--- src/core/incr_exec_pkg.sv ---
// Shared constants and carrier types for the increment and program-word-fetch execution block
package incr_exec_pkg;

	// Data path widths
	localparam int DATA_W = 8;
	localparam int WORD_W = 12;
	localparam int OPND_W = 5;
	localparam int FILE_DEPTH = 32;

	// Opcode matching: increment forms match the upper seven bits, the fetch form matches all twelve
	localparam int OPC_HI_LSB = 5;
	localparam logic [6:0] OPC_INC = 7'h15;
	localparam logic [6:0] OPC_INC_SKIP = 7'h1F;
	localparam logic [11:0] OPC_PROG_FETCH = 12'h041;

	// Fields of the fetched program word and of the page/mode register
	localparam int WORD_HI_LSB = 8;
	localparam int MODE_LO_MSB = 3;
	localparam logic [3:0] MODE_HI_CLEAR = 4'h0;

	// Reset values
	localparam logic [7:0] ACC_RST = 8'h00;
	localparam logic [7:0] MODE_RST = 8'h00;
	localparam logic ZFLAG_RST = 1'b0;

	// Instruction cycle counts reported on completion
	localparam logic [1:0] CYC_PLAIN = 2'h1;
	localparam logic [1:0] CYC_SKIPPED = 2'h2;

	// Increment step
	localparam logic [7:0] INC_STEP = 8'h01;
	localparam logic [7:0] ZERO_BYTE = 8'h00;

	// Instruction handed over by the decoder
	typedef struct packed {
		logic valid;
		logic [11:0] word;
	} instr_t;

	// A write into the file register store
	typedef struct packed {
		logic en;
		logic [4:0] addr;
		logic [7:0] data;
	} file_wr_t;

	// Which instruction is in flight or just finished
	typedef enum logic [1:0] {
		OP_NONE,
		OP_INC,
		OP_INC_SKIP,
		OP_FETCH
	} op_kind_t;

endpackage

--- src/core/file_reg_store.sv ---
// File register store: one write port, one read port with registered read data
`timescale 1ns/1ps
`default_nettype none
module file_reg_store #(
	parameter int DEPTH = 32,
	parameter int ADDR_W = 5,
	parameter int WIDTH = 8
) (
	// Clock
	input wire logic core_clk,
	// Write port
	input wire logic wr_en,
	input wire logic [ADDR_W-1:0] wr_addr,
	input wire logic [WIDTH-1:0] wr_data,
	// Read port
	input wire logic [ADDR_W-1:0] rd_addr,
	output logic [WIDTH-1:0] rd_data
);

	logic [WIDTH-1:0] mem [DEPTH];

	// Elaboration-time refusal of a depth that the address cannot reach
	if (DEPTH > (1 << ADDR_W)) begin : g_depth_check
		$error("file_reg_store: DEPTH exceeds address range");
	end

	// Storage has no reset; contents are defined by software before use
	always_ff @(posedge core_clk) begin
		if (wr_en) begin
			mem[wr_addr] <= wr_data;
		end
		rd_data <= mem[rd_addr];
	end

endmodule
`default_nettype wire

--- src/core/incr_skip_and_progmem_read_exec.sv ---
// Execution of the two increment instructions and the program-word-fetch instruction
`timescale 1ns/1ps
`default_nettype none
module incr_skip_and_progmem_read_exec
	import incr_exec_pkg::*;
(
	// Clock and reset
	input wire logic core_clk,
	input wire logic rst,
	// Instruction from the decoder
	input wire instr_t instr,
	output logic instr_ready,
	// Direct load of a file register by the rest of the core
	input wire file_wr_t file_load,
	// Direct load of accumulator and page/mode register
	input wire logic acc_load_en,
	input wire logic [7:0] acc_load_data,
	input wire logic mode_load_en,
	input wire logic [7:0] mode_load_data,
	// Program memory read port
	output logic prog_rd_en,
	output logic [11:0] prog_addr,
	input wire logic [11:0] prog_rdata,
	// Architectural state
	output logic [7:0] acc,
	output logic [7:0] mode,
	output logic zero_flag,
	// Completion
	output file_wr_t file_wb,
	output logic instr_done,
	output logic skip_next,
	output logic [1:0] instr_cycles
);

	typedef enum logic [1:0] {
		ST_IDLE,
		ST_INC,
		ST_FETCH
	} state_t;

	state_t state_reg, state_next;
	op_kind_t op_reg, op_next;
	logic [4:0] opnd_reg, opnd_next;
	logic ready_reg, ready_next;
	logic rd_en_reg, rd_en_next;
	logic [11:0] paddr_reg, paddr_next;
	logic [7:0] acc_reg, acc_next;
	logic [7:0] mode_reg, mode_next;
	logic z_reg, z_next;
	file_wr_t wb_reg, wb_next;
	logic done_reg, done_next;
	logic skip_reg, skip_next_v;
	logic [1:0] cyc_reg, cyc_next;

	logic [7:0] file_rdata;
	logic [7:0] inc_sum;
	logic take;
	logic is_inc, is_inc_skip, is_fetch;
	logic store_we;
	logic [4:0] store_waddr;
	logic [7:0] store_wdata;

	assign take = instr.valid && ready_reg;
	assign is_inc = instr.word[11:OPC_HI_LSB] == OPC_INC;
	assign is_inc_skip = instr.word[11:OPC_HI_LSB] == OPC_INC_SKIP;
	assign is_fetch = instr.word == OPC_PROG_FETCH;
	assign inc_sum = file_rdata + INC_STEP;

	// Writeback from an increment has priority over a direct load in the same cycle
	assign store_we = wb_next.en || (file_load.en && state_reg == ST_IDLE);
	assign store_waddr = wb_next.en ? wb_next.addr : file_load.addr;
	assign store_wdata = wb_next.en ? wb_next.data : file_load.data;

	file_reg_store #(
		.DEPTH(FILE_DEPTH),
		.ADDR_W(OPND_W),
		.WIDTH(DATA_W)
	) u_store (
		.core_clk(core_clk),
		.wr_en(store_we),
		.wr_addr(store_waddr),
		.wr_data(store_wdata),
		.rd_addr(instr.word[OPND_W-1:0]),
		.rd_data(file_rdata)
	);

	always_comb begin
		state_next = state_reg;
		op_next = op_reg;
		opnd_next = opnd_reg;
		rd_en_next = 1'b0;
		paddr_next = paddr_reg;
		acc_next = acc_load_en ? acc_load_data : acc_reg;
		mode_next = mode_load_en ? mode_load_data : mode_reg;
		z_next = z_reg;
		wb_next = '0;
		done_next = 1'b0;
		skip_next_v = 1'b0;
		cyc_next = cyc_reg;
		case (state_reg)
			ST_IDLE: begin
				if (take && (is_inc || is_inc_skip)) begin
					op_next = is_inc ? OP_INC : OP_INC_SKIP;
					opnd_next = instr.word[OPND_W-1:0];
					state_next = ST_INC;
				end else if (take && is_fetch) begin
					op_next = OP_FETCH;
					rd_en_next = 1'b1;
					paddr_next = {mode_reg[MODE_LO_MSB:0], acc_reg};
					state_next = ST_FETCH;
				end
			end
			ST_INC: begin
				wb_next.en = 1'b1;
				wb_next.addr = opnd_reg;
				wb_next.data = inc_sum;
				done_next = 1'b1;
				cyc_next = CYC_PLAIN;
				if (op_reg == OP_INC) begin
					z_next = inc_sum == ZERO_BYTE;
				end else if (inc_sum == ZERO_BYTE) begin
					skip_next_v = 1'b1;
					cyc_next = CYC_SKIPPED;
				end
				state_next = ST_IDLE;
			end
			ST_FETCH: begin
				acc_next = prog_rdata[WORD_HI_LSB-1:0];
				mode_next = {MODE_HI_CLEAR, prog_rdata[WORD_W-1:WORD_HI_LSB]};
				done_next = 1'b1;
				cyc_next = CYC_PLAIN;
				state_next = ST_IDLE;
			end
			default: begin
				state_next = ST_IDLE;
			end
		endcase
		ready_next = state_next == ST_IDLE;
	end

	always_ff @(posedge core_clk or posedge rst) begin
		if (rst) begin
			state_reg <= ST_IDLE;
			op_reg <= OP_NONE;
			opnd_reg <= 5'h00;
			ready_reg <= 1'b0;
			rd_en_reg <= 1'b0;
			paddr_reg <= 12'h000;
			acc_reg <= ACC_RST;
			mode_reg <= MODE_RST;
			z_reg <= ZFLAG_RST;
			wb_reg <= '0;
			done_reg <= 1'b0;
			skip_reg <= 1'b0;
			cyc_reg <= 2'h0;
		end else begin
			state_reg <= state_next;
			op_reg <= op_next;
			opnd_reg <= opnd_next;
			ready_reg <= ready_next;
			rd_en_reg <= rd_en_next;
			paddr_reg <= paddr_next;
			acc_reg <= acc_next;
			mode_reg <= mode_next;
			z_reg <= z_next;
			wb_reg <= wb_next;
			done_reg <= done_next;
			skip_reg <= skip_next_v;
			cyc_reg <= cyc_next;
		end
	end

	assign instr_ready = ready_reg;
	assign prog_rd_en = rd_en_reg;
	assign prog_addr = paddr_reg;
	assign acc = acc_reg;
	assign mode = mode_reg;
	assign zero_flag = z_reg;
	assign file_wb = wb_reg;
	assign instr_done = done_reg;
	assign skip_next = skip_reg;
	assign instr_cycles = cyc_reg;

	logic [7:0] rdata_q;
	always_ff @(posedge core_clk or posedge rst) begin
		if (rst) begin
			rdata_q <= 8'h00;
		end else begin
			rdata_q <= file_rdata;
		end
	end
endmodule
`default_nettype wire

--- config.mk ---
export PLATFORM = sky130hd
export DESIGN_NAME = incr_skip_and_progmem_read_exec
export DESIGN_NICKNAME = d
export VERILOG_FILES = /design/src/core/incr_exec_pkg.sv /design/src/core/file_reg_store.sv /design/src/core/incr_skip_and_progmem_read_exec.sv
export SDC_FILE = /design/constraint.sdc
export NUM_CORES = 1
export LEC_CHECK = 0
export ABC_AREA = 1
export BUFFER_PORTS_ARGS = -buffer_cell sky130_fd_sc_hd__buf_2
export CORE_MARGIN = 2
export CORE_UTILIZATION = 53
export CTS_BUF_LIST = sky130_fd_sc_hd__clkbuf_8
export DETAILED_ROUTE_END_ITERATION = 12
export HOLD_SLACK_MARGIN = 0.12
export PLACE_DENSITY = 0.76
export SETUP_SLACK_MARGIN = 0.4
export SLEW_MARGIN = 20
export SYNTH_ARGS = -nofsm -noshare
export SYNTH_HDL_FRONTEND = slang
export SYNTH_SLANG_ARGS = --single-unit
--- constraint.sdc ---
create_clock -name core_clk -period 3.9 [get_ports core_clk]
set_clock_uncertainty 0.15 [all_clocks]
set_input_delay 0.78 -clock core_clk [delete_from_list [all_inputs] [get_ports core_clk]]
set_output_delay 0.78 -clock core_clk [all_outputs]
set_load 0.01 [all_outputs]
; Word-level counts from Yosys, hierarchy flattened
; Memories as Yosys holds them, arrays and structs flattened. A register that Yosys moved wholly into a read port is not among the register bits.
; Index checks and enable logic that the tools add are counted.
[totals]
regBits = 58
latch_bits = 0
ram_bits = 256
rom_bits = 0
inputBits = 59
out_inout_bits = 49
memories = 1
[memory_table]
columns = name, depth, width, read_ports, rd_clocked_by_memory_dff, wr, line
row1 = u_store.mem, 32, 8, 1, 1, 1, file_reg_store.sv:20  ; logic [WIDTH-1:0] mem [DEPTH];
[classes]
add_sub_neg = 1
mul = 0
n_div = 0
order_cmp = 0
eq_ne = 6
n_shift = 0
muxes = 25
bitwise_logic = 1
n_reduce_logical = 18
[ops]
columns = operator, count
row1 = 2-to-1 mux 8 bit, 5
row2 = 2-to-1 mux 2 bit, 8
row3 = "equality test 7 x 5 -> 1 bit, second input constant", 2
row4 = 2-to-1 mux 14 bit, 1
row5 = "equality test 12 x 7 -> 1 bit, second input constant", 1
row6 = 2-to-1 mux 1 bit, 9
row7 = "adder 8 x 1 -> 8 bit, second input constant", 1
row8 = logical NOT 8 bit, 1
row9 = nonzero test 2 bit, 4
row10 = AND reduction 2 bit, 3
row11 = 2-to-1 mux 5 bit, 1
row12 = "equality test 2 x 1 -> 1 bit, second input constant", 2
row13 = logical AND 1 bit, 4
row14 = logical NOT 2 bit, 2
row15 = one-hot mux 2 bit (2 select lines), 1
row16 = AND reduction 3 bit, 1
row17 = "equality test 2 bit, second input constant", 1
row18 = logical OR 1 bit, 2
row19 = OR reduction 2 bit, 1
row20 = inverter 1 bit, 1

; Longest topological paths before layout
; Gate-level depths: netlist of run 1.
[depth]
depth_word = 6
ltp_mapped = 10
depth_no_buf = 10

; Modules after synthesis
; From an unflattened synthesis of run 1, not the netlist that was laid out.
[hier_totals]
cells_unflattened = 1240
area_unflattened_um2 = 13392.8
[modules_own_cells]
columns = module, n_inst, cells_each, area_each_um2, seq_area_each_um2
row1 = file_reg_store, 1, 922, 10786.6, 7847.5
row2 = incr_skip_and_progmem_read_exec, 1, 318, 2606.2, 1451.4

; Least setup slack after synthesis of run 1
; OpenSTA, ideal clock, no wires.
[synth_path]
path_kind = reg-to-reg
startpoint = register state_reg[1]
endpoint = memory u_store.mem[0][4], data pin
setup_time_ns = 0.454
t_arrival_ns = 2.452
t_required_ns = 3.296
slack_ns = 0.844
stages_incl_launch_ff = 8
path_cell_list = dfrtp_1 inv_1 ha_1 buf_4 inv_1 buf_2 clkbuf_1 o21ai_0
[synth_lines]
columns = item, line
row1 = from (decl), incr_skip_and_progmem_read_exec.sv:41  ; state_t state_reg, state_next;
row2 = from (signal assigned), incr_skip_and_progmem_read_exec.sv:157  ; state_reg <= state_next;
row3 = to (decl), file_reg_store.sv:20

==> out/summary.txt, run 1 <==
cell taking the most area after synthesis -> edfxtp_1
RSZ-0062 raised after global routing -> no
Setup WS pre-CTS -> 0.898 ns
Total GRT Usage -> 24.3%
Worst VDD drop -> 0.241 mV
Fin Setup TNS -> 0 ns
CTS Hold Bufs -> 0
reg-to-reg critical path startpoint -> state_reg[1]
Fmax -> 324 MHz
Biggest register -> u_store.mem
Via Count -> 9086
Pleak -> 0.00611 uW
global-route wire length before repair -> 47.8 mm
DR vias/cell -> 5.59
Top FF cell, synth -> edfxtp_1
HPWL Detailed -> 20.2 mm
Worst Setup Start Kind -> flop
worst skew pair latency -> 0.59 ns
CP Class -> flop to flop
drt initial violations -> 1172
CP Launch Point -> state_reg[1]
Seq/Total Area, Yosys -> 70.9%
minimum clock period -> 3.09 ns
max_cap viols -> 0
drt wl/cell -> 19.4 um
post-synth net total -> 1203
initial antenna violation count -> 0
Final ANT Viol Nets -> 0
setup bufs post-CTS -> 0
First-pass DRT Iterations -> 7
Layout Nets -> 1329
top post-synthesis cells by count -> 281 x nand2_1, 256 x edfxtp_1, 140 x nand3_1, 104 x inv_1, 70 x a21oi_1
Hold Fails Final Rpt -> 0
Cell Pwr Density -> 507 nW/um^2
number of global-route vias before repair -> 8631
CTS tree -> built
cells after synthesis -> 1140
area delta synth->final -> 13.4%
Synth Cell Area -> 13100 um^2
count of final setup violators -> 0
R2R depth -> 6
register bit count reported by yosys -> 322
final wirelength -> 31.6 mm
number of synthesis warnings -> 0
H-tree Lvls -> 2
Filler Cells Inserted -> 1890
DIE HEIGHT -> 161 um
total power draw -> 7540 uW
CP required -> 3.93 ns
largest cells by area after synthesis -> edfxtp_1 59%, dfrtp_1 11%, nand2_1 8.0%, nand3_1 5.3%, o211ai_1 3.8%
fin area -> 14900 um^2
Reg2Reg Capture Point -> u_store.mem[2][6]
layout cells sized above 1 -> 15.9%
clock slew at reported path FFs -> 0.06 ns
Slew HR -> 37.9%
GP Congestion -> 0.889
count leader, synth -> nand2_1
antenna cells -> 0
die area -> 26000 um^2
Post-route DRC -> 0
CTS Buf Count -> 49
CP endpoint kind -> flop
max reg flops -> 256
final worst-path cycle share -> 79.1%
Post-synth ARST share -> 18.0%
PortBufs -> 107
core area -> 24300 um^2
worst setup margin -> 0.814 ns
largest net degree at the start of global routing -> 66
status -> completed
share of the synthesized area in the top cell type -> 58.6%
count of cell types in the netlist -> 26
Final Slew Violations -> 0
initial core utilization -> 53.9%
crit path DAT -> 3.12 ns
clock buffer depth -> 3
root buf cell -> clkbuf_8
critical path peak fanout -> 9
placed inst area -> 14000 um^2
GRT overflow -> 0
I/O pin count -> 108
number of flops mapped to enable cells by yosys -> 256
Min-Delay Path Class -> input pin to async pin
Worst-Margin Slew -> 0.932 ns
row count -> 57
Syn Area/Cell -> 11.5 um^2
CTS Sinks -> 322
Post-CTS Resized -> 0
reg2reg setup slack -> 0.81 ns
die span in x -> 161 um
==> power breakdown <==
group          switching (uW)  internal [uW]
Sequential               57.6           4000
Combinational             687            220
Clock                    1250           1330
==> logic make-up (layout without fill, tap and decap cells) <==
kind of cell | count (synthesis) | after routing | synth area share [%]
compound gates | 160 | 160 | 7.59
xor+xnor | 1 | 1 | 0.0668
fa+ha+maj | 4 | 4 | 0.382
buf+inv | 163 | 325 | 5.45
flops | 322 | 322 | 70.9
simple gates | 490 | 490 | 15.6
==> cells in the final DEF, fill, tap and decap left out, types with 2 or more instances in the layout <==
cell type,netlist,routed
clkinv_2,0,7
nor2_1,61,61
clkinv_1,0,13
a22o_1,4,4
dfxtp_1,8,8
inv_2,5,6
dfrtp_1,58,58
ha_1,4,4
nand3_1,140,140
buf_2,28,107
o21ai_2,0,6
edfxtp_1,256,256
nand4_1,5,5
nand2_1,281,280
o21ai_0,15,8
a21oi_1,70,70
o211ai_1,67,67
bufinv_16,0,2
buf_4,4,21
inv_1,104,116
nor2_4,2,2
clkbuf_8,0,50
==> metal layers <==
| metal | GRT usage (%) | share of wire (%) | up-vias |
|---|---|---|---|
| met1 | 34.1 | 41 | 4278 |
| met4 | 8.73 | 2.9 | 0 |
| met3 | 5.52 | 10 | 83 |
| li1 | - | - | 4209 |
| met2 | 37.6 | 46 | 516 |
| met5 | 0 | 0 | - |
==> through the flow <==
step,instances,hold WS [ns],utilization (%)
after floorplan,1140,0.301,-
after global placement,1539,0.300,57.4
after detailed placement,1539,0.304,57.4
after CTS,1626,0.152,61.1
after global routing,1626,0.186,61.1
final,1626,0.144,61.1
==> worst max-delay path, stage by stage (launching register included) <==
cell and delay [ns]:
dfrtp_1 0.38, inv_1 0.09, ha_1 0.33, inv_1 0.17
a21oi_1 0.23, nand3_1 0.57, nor2_1 0.77
==> worst max path at each step <==
stage | to | slack (ns) | depth (start not counted)
after floorplan | u_store.mem[0][4] | 0.84 | 7
after global placement | u_store.mem[30][0] | 0.93 | 6
after detailed placement | u_store.mem[2][6] | 0.90 | 6
final | u_store.mem[2][6] | 0.81 | 6
after CTS | u_store.mem[2][2] | 0.82 | 6
after global routing | u_store.mem[2][7] | 0.62 | 6
==> cell type report <==
cell class	instances	area [um^2]	area share [%]
Clock buffer	50	688	4.63
Clock inverter	37	215	1.45
Inverter	109	410	2.76
Multi-Input combinational cell	655	3140	21.1
Sequential cell	322	9300	62.5
Tap cell	324	405	2.73
Timing Repair Buffer	129	713	4.80
Note: power is estimated with default switching activity, not from simulation.
==> run 2, diff against run 1 <==
--- a/config.mk
+++ b/config.mk
@@ -12,7 +12,7 @@
 export CTS_BUF_LIST = sky130_fd_sc_hd__clkbuf_8
 export DETAILED_ROUTE_END_ITERATION = 12
 export HOLD_SLACK_MARGIN = 0.12
-export PLACE_DENSITY = 0.76
+export PLACE_DENSITY = 0.79
 export SETUP_SLACK_MARGIN = 0.4
 export SLEW_MARGIN = 20
 export SYNTH_ARGS = -nofsm -noshare
==> constraint.sdc (replaced) <==
create_clock -name core_clk -period 2.7 [get_ports core_clk]
set_clock_uncertainty 0.15 [all_clocks]
set_input_delay 0.54 -clock core_clk [delete_from_list [all_inputs] [get_ports core_clk]]
set_output_delay 0.54 -clock core_clk [all_outputs]
set_load 0.01 [all_outputs]
==> run 2 against run 1 <==
Net effect:
- clock power up 36%
- non-clock buffer count up 62
- combinational power up 74%
- sequential cell count unchanged
- sequential share of layout area down 3.4 points
==> out/summary.txt, run 2 (synthesis results as in run 1) <==
crit path buf inv count -> 4
Pint -> 7970 uW
Pleak -> 0.00645 uW
RSZ-0062 raised after global routing -> yes
most used cell, CP -> buf_4
Biggest register -> u_store.mem
global-route wire length before repair -> 51.4 mm
Placed Cells incl. Taps -> 1567
CTS tree -> built
clock power share -> 32.0%
max reg flops -> 256
sw frac -> 27.2%
clock buffer depth -> 3
worst skew pair latency -> 0.56 ns
antenna cells -> 0
die area -> 26000 um^2
status -> completed
CP delay by family, top -> simple AND/OR/NAND/NOR gates
Fin Setup TNS -> 0 ns
Worst VDD drop -> 0.302 mV
number of global-route vias before repair -> 9318
I/O pin count -> 108
First-pass DRT Iterations -> 5
CP required -> 2.80 ns
count of final setup violators -> 0
drt initial violations -> 1260
DIE HEIGHT -> 161 um
crit path DAT -> 2.40 ns
most common cell after layout, fill and taps aside -> nand2_1
layout cells sized above 1 -> 21.3%
Net Sw Power -> 2980 uW
area of the multi-input gates -> 3410 um^2
final worst-path cycle share -> 85.2%
Cell Pwr Density -> 696 nW/um^2
Slew HR -> 58.2%
Hold Slack -> 0.201 ns
HPWL Detailed -> 21.4 mm
PortBufs -> 107
critical-path cell list -> ha_2, buf_4, nand2_1, inv_1, a21oi_2, inv_2, nor2_2, nand2_2, nor2_1, buf_4
most frequent cells in the layout -> 273 x nand2_1, 256 x edfxtp_1, 134 x nand3_1, 112 x inv_1, 107 x buf_2
GRT overflow -> 0
initial antenna violation count -> 0
GP Congestion -> 0.865
Post-route DRC -> 0
drt wl/cell -> 20.2 um
Hold Fails Final Rpt -> 0
CP Class -> flop to flop
sequential power share -> 53.6%
root buf cell -> clkbuf_8
Worst Setup Start Kind -> flop
CP max stage delay -> 0.40 ns
die span in x -> 161 um
Final ANT Viol Nets -> 0
largest net degree at the start of global routing -> 65
H-tree Lvls -> 2
clock slew at reported path FFs -> 0.06 ns
final wirelength -> 34.1 mm
CP endpoint kind -> flop
DR vias/cell -> 5.72
Layout Nets -> 1390
Worst-Margin Slew -> 0.627 ns
Seq. cell area -> 9300 um^2
Final Slew Violations -> 0
max_cap viols -> 0
area delta synth->final -> 20.0%
Min-Delay Path Class -> input pin to flop
initial core utilization -> 53.9%
Via Count -> 9643
critical path peak fanout -> 8
Filler Cells Inserted -> 1698
core area -> 24300 um^2
CTS Buf Count -> 48
Total GRT Usage -> 25.8%
Fmax -> 435 MHz
Layout Cells excl Fill -> 1687
CP max-delay cell -> dfrtp_1
minimum clock period -> 2.30 ns
CTS Sinks -> 322
row count -> 57
Comb pwr share -> 14.4%
run 2: worst paths after layout:
path                       slack (ns)          from            endpoint  depth (start not counted)
setup / recovery                 0.40  state_reg[0]  u_store.mem[15][1]                         10
hold / removal                   0.20      instr[4]  u_store.rd_data[7]                          3
setup reg to reg                 0.40  state_reg[0]  u_store.mem[15][1]                         10
hold reg to reg                  0.32  prog_addr[3]        prog_addr[3]                          2
max in group asynchronous        1.70           rst          file_wb[2]                          4
min in group asynchronous        0.45           rst              acc[4]                          4
run 2: what timing repair did:
| action | in CTS | in global routing |
|---|---|---|
| setup endpoints to repair | 245 | 288 |
| buffers inserted | 1 | 4 |
| pin swaps | 2 | 6 |
| hold buffers | 29 | 0 |
| gates resized for setup | 24 | 61 |
| endpoints found under the hold margin | 74 | 0 |
| gates cloned | 0 | 0 |
run 2: per-layer routing:
layer	up-vias	track usage, %	wire length (um)	part of all wire (%)
li1	4351	-	-	-
met1	4576	34.5	13200	39
met2	628	42.5	16600	48
met3	88	5.32	3400	10
met4	0	9.42	989	2.9
met5	-	0	0	0
run 2: layout make-up:
class,instances,area share (%)
clock buffers,51,4.46
clock inverters,35,0.891
inverters,109,2.60
multi-input cells,655,21.7
flip-flops and latches,322,59.1
well taps,324,2.58
repair buffers,191,8.69
run 2: power groups by stage:
stage / Combinational (uW) / Sequential [uW] / Clock, uW
after floorplan: 683 / 5970 / 0
final: 1580 / 5860 / 3500
after global routing: 1690 / 5870 / 3770
after global placement: 1320 / 5950 / 0
after detailed placement: 1350 / 5960 / 0
after CTS: 1430 / 5860 / 3530
run 2: worst register-to-register path, delay by kind of cell, from the launching register on:
| kind | cells | cell delay, ns |
|---|---|---|
| flip-flops | 1 | 0.40 |
| AND/OR/NAND/NOR | 4 | 0.54 |
| AO/OA/AOI/OAI | 1 | 0.17 |
| adder cells (fa/ha/maj) | 1 | 0.20 |
| buffers and inverters | 4 | 0.51 |
run 2: per-stage QoR:
stage | setup slack [ns] | power, uW | utilization (%) | instance area, um^2
2_1_floorplan | 0.186 | 6650 | - | 13100
3_3_place_gp | 0.282 | 7270 | 58.6 | 14200
3_5_place_dp | 0.212 | 7310 | 58.6 | 14200
4_1_cts | 0.276 | 10800 | 63.7 | 15500
5_1_grt | 0.316 | 11300 | 64.7 | 15700
6_report | 0.400 | 10900 | 64.7 | 15700
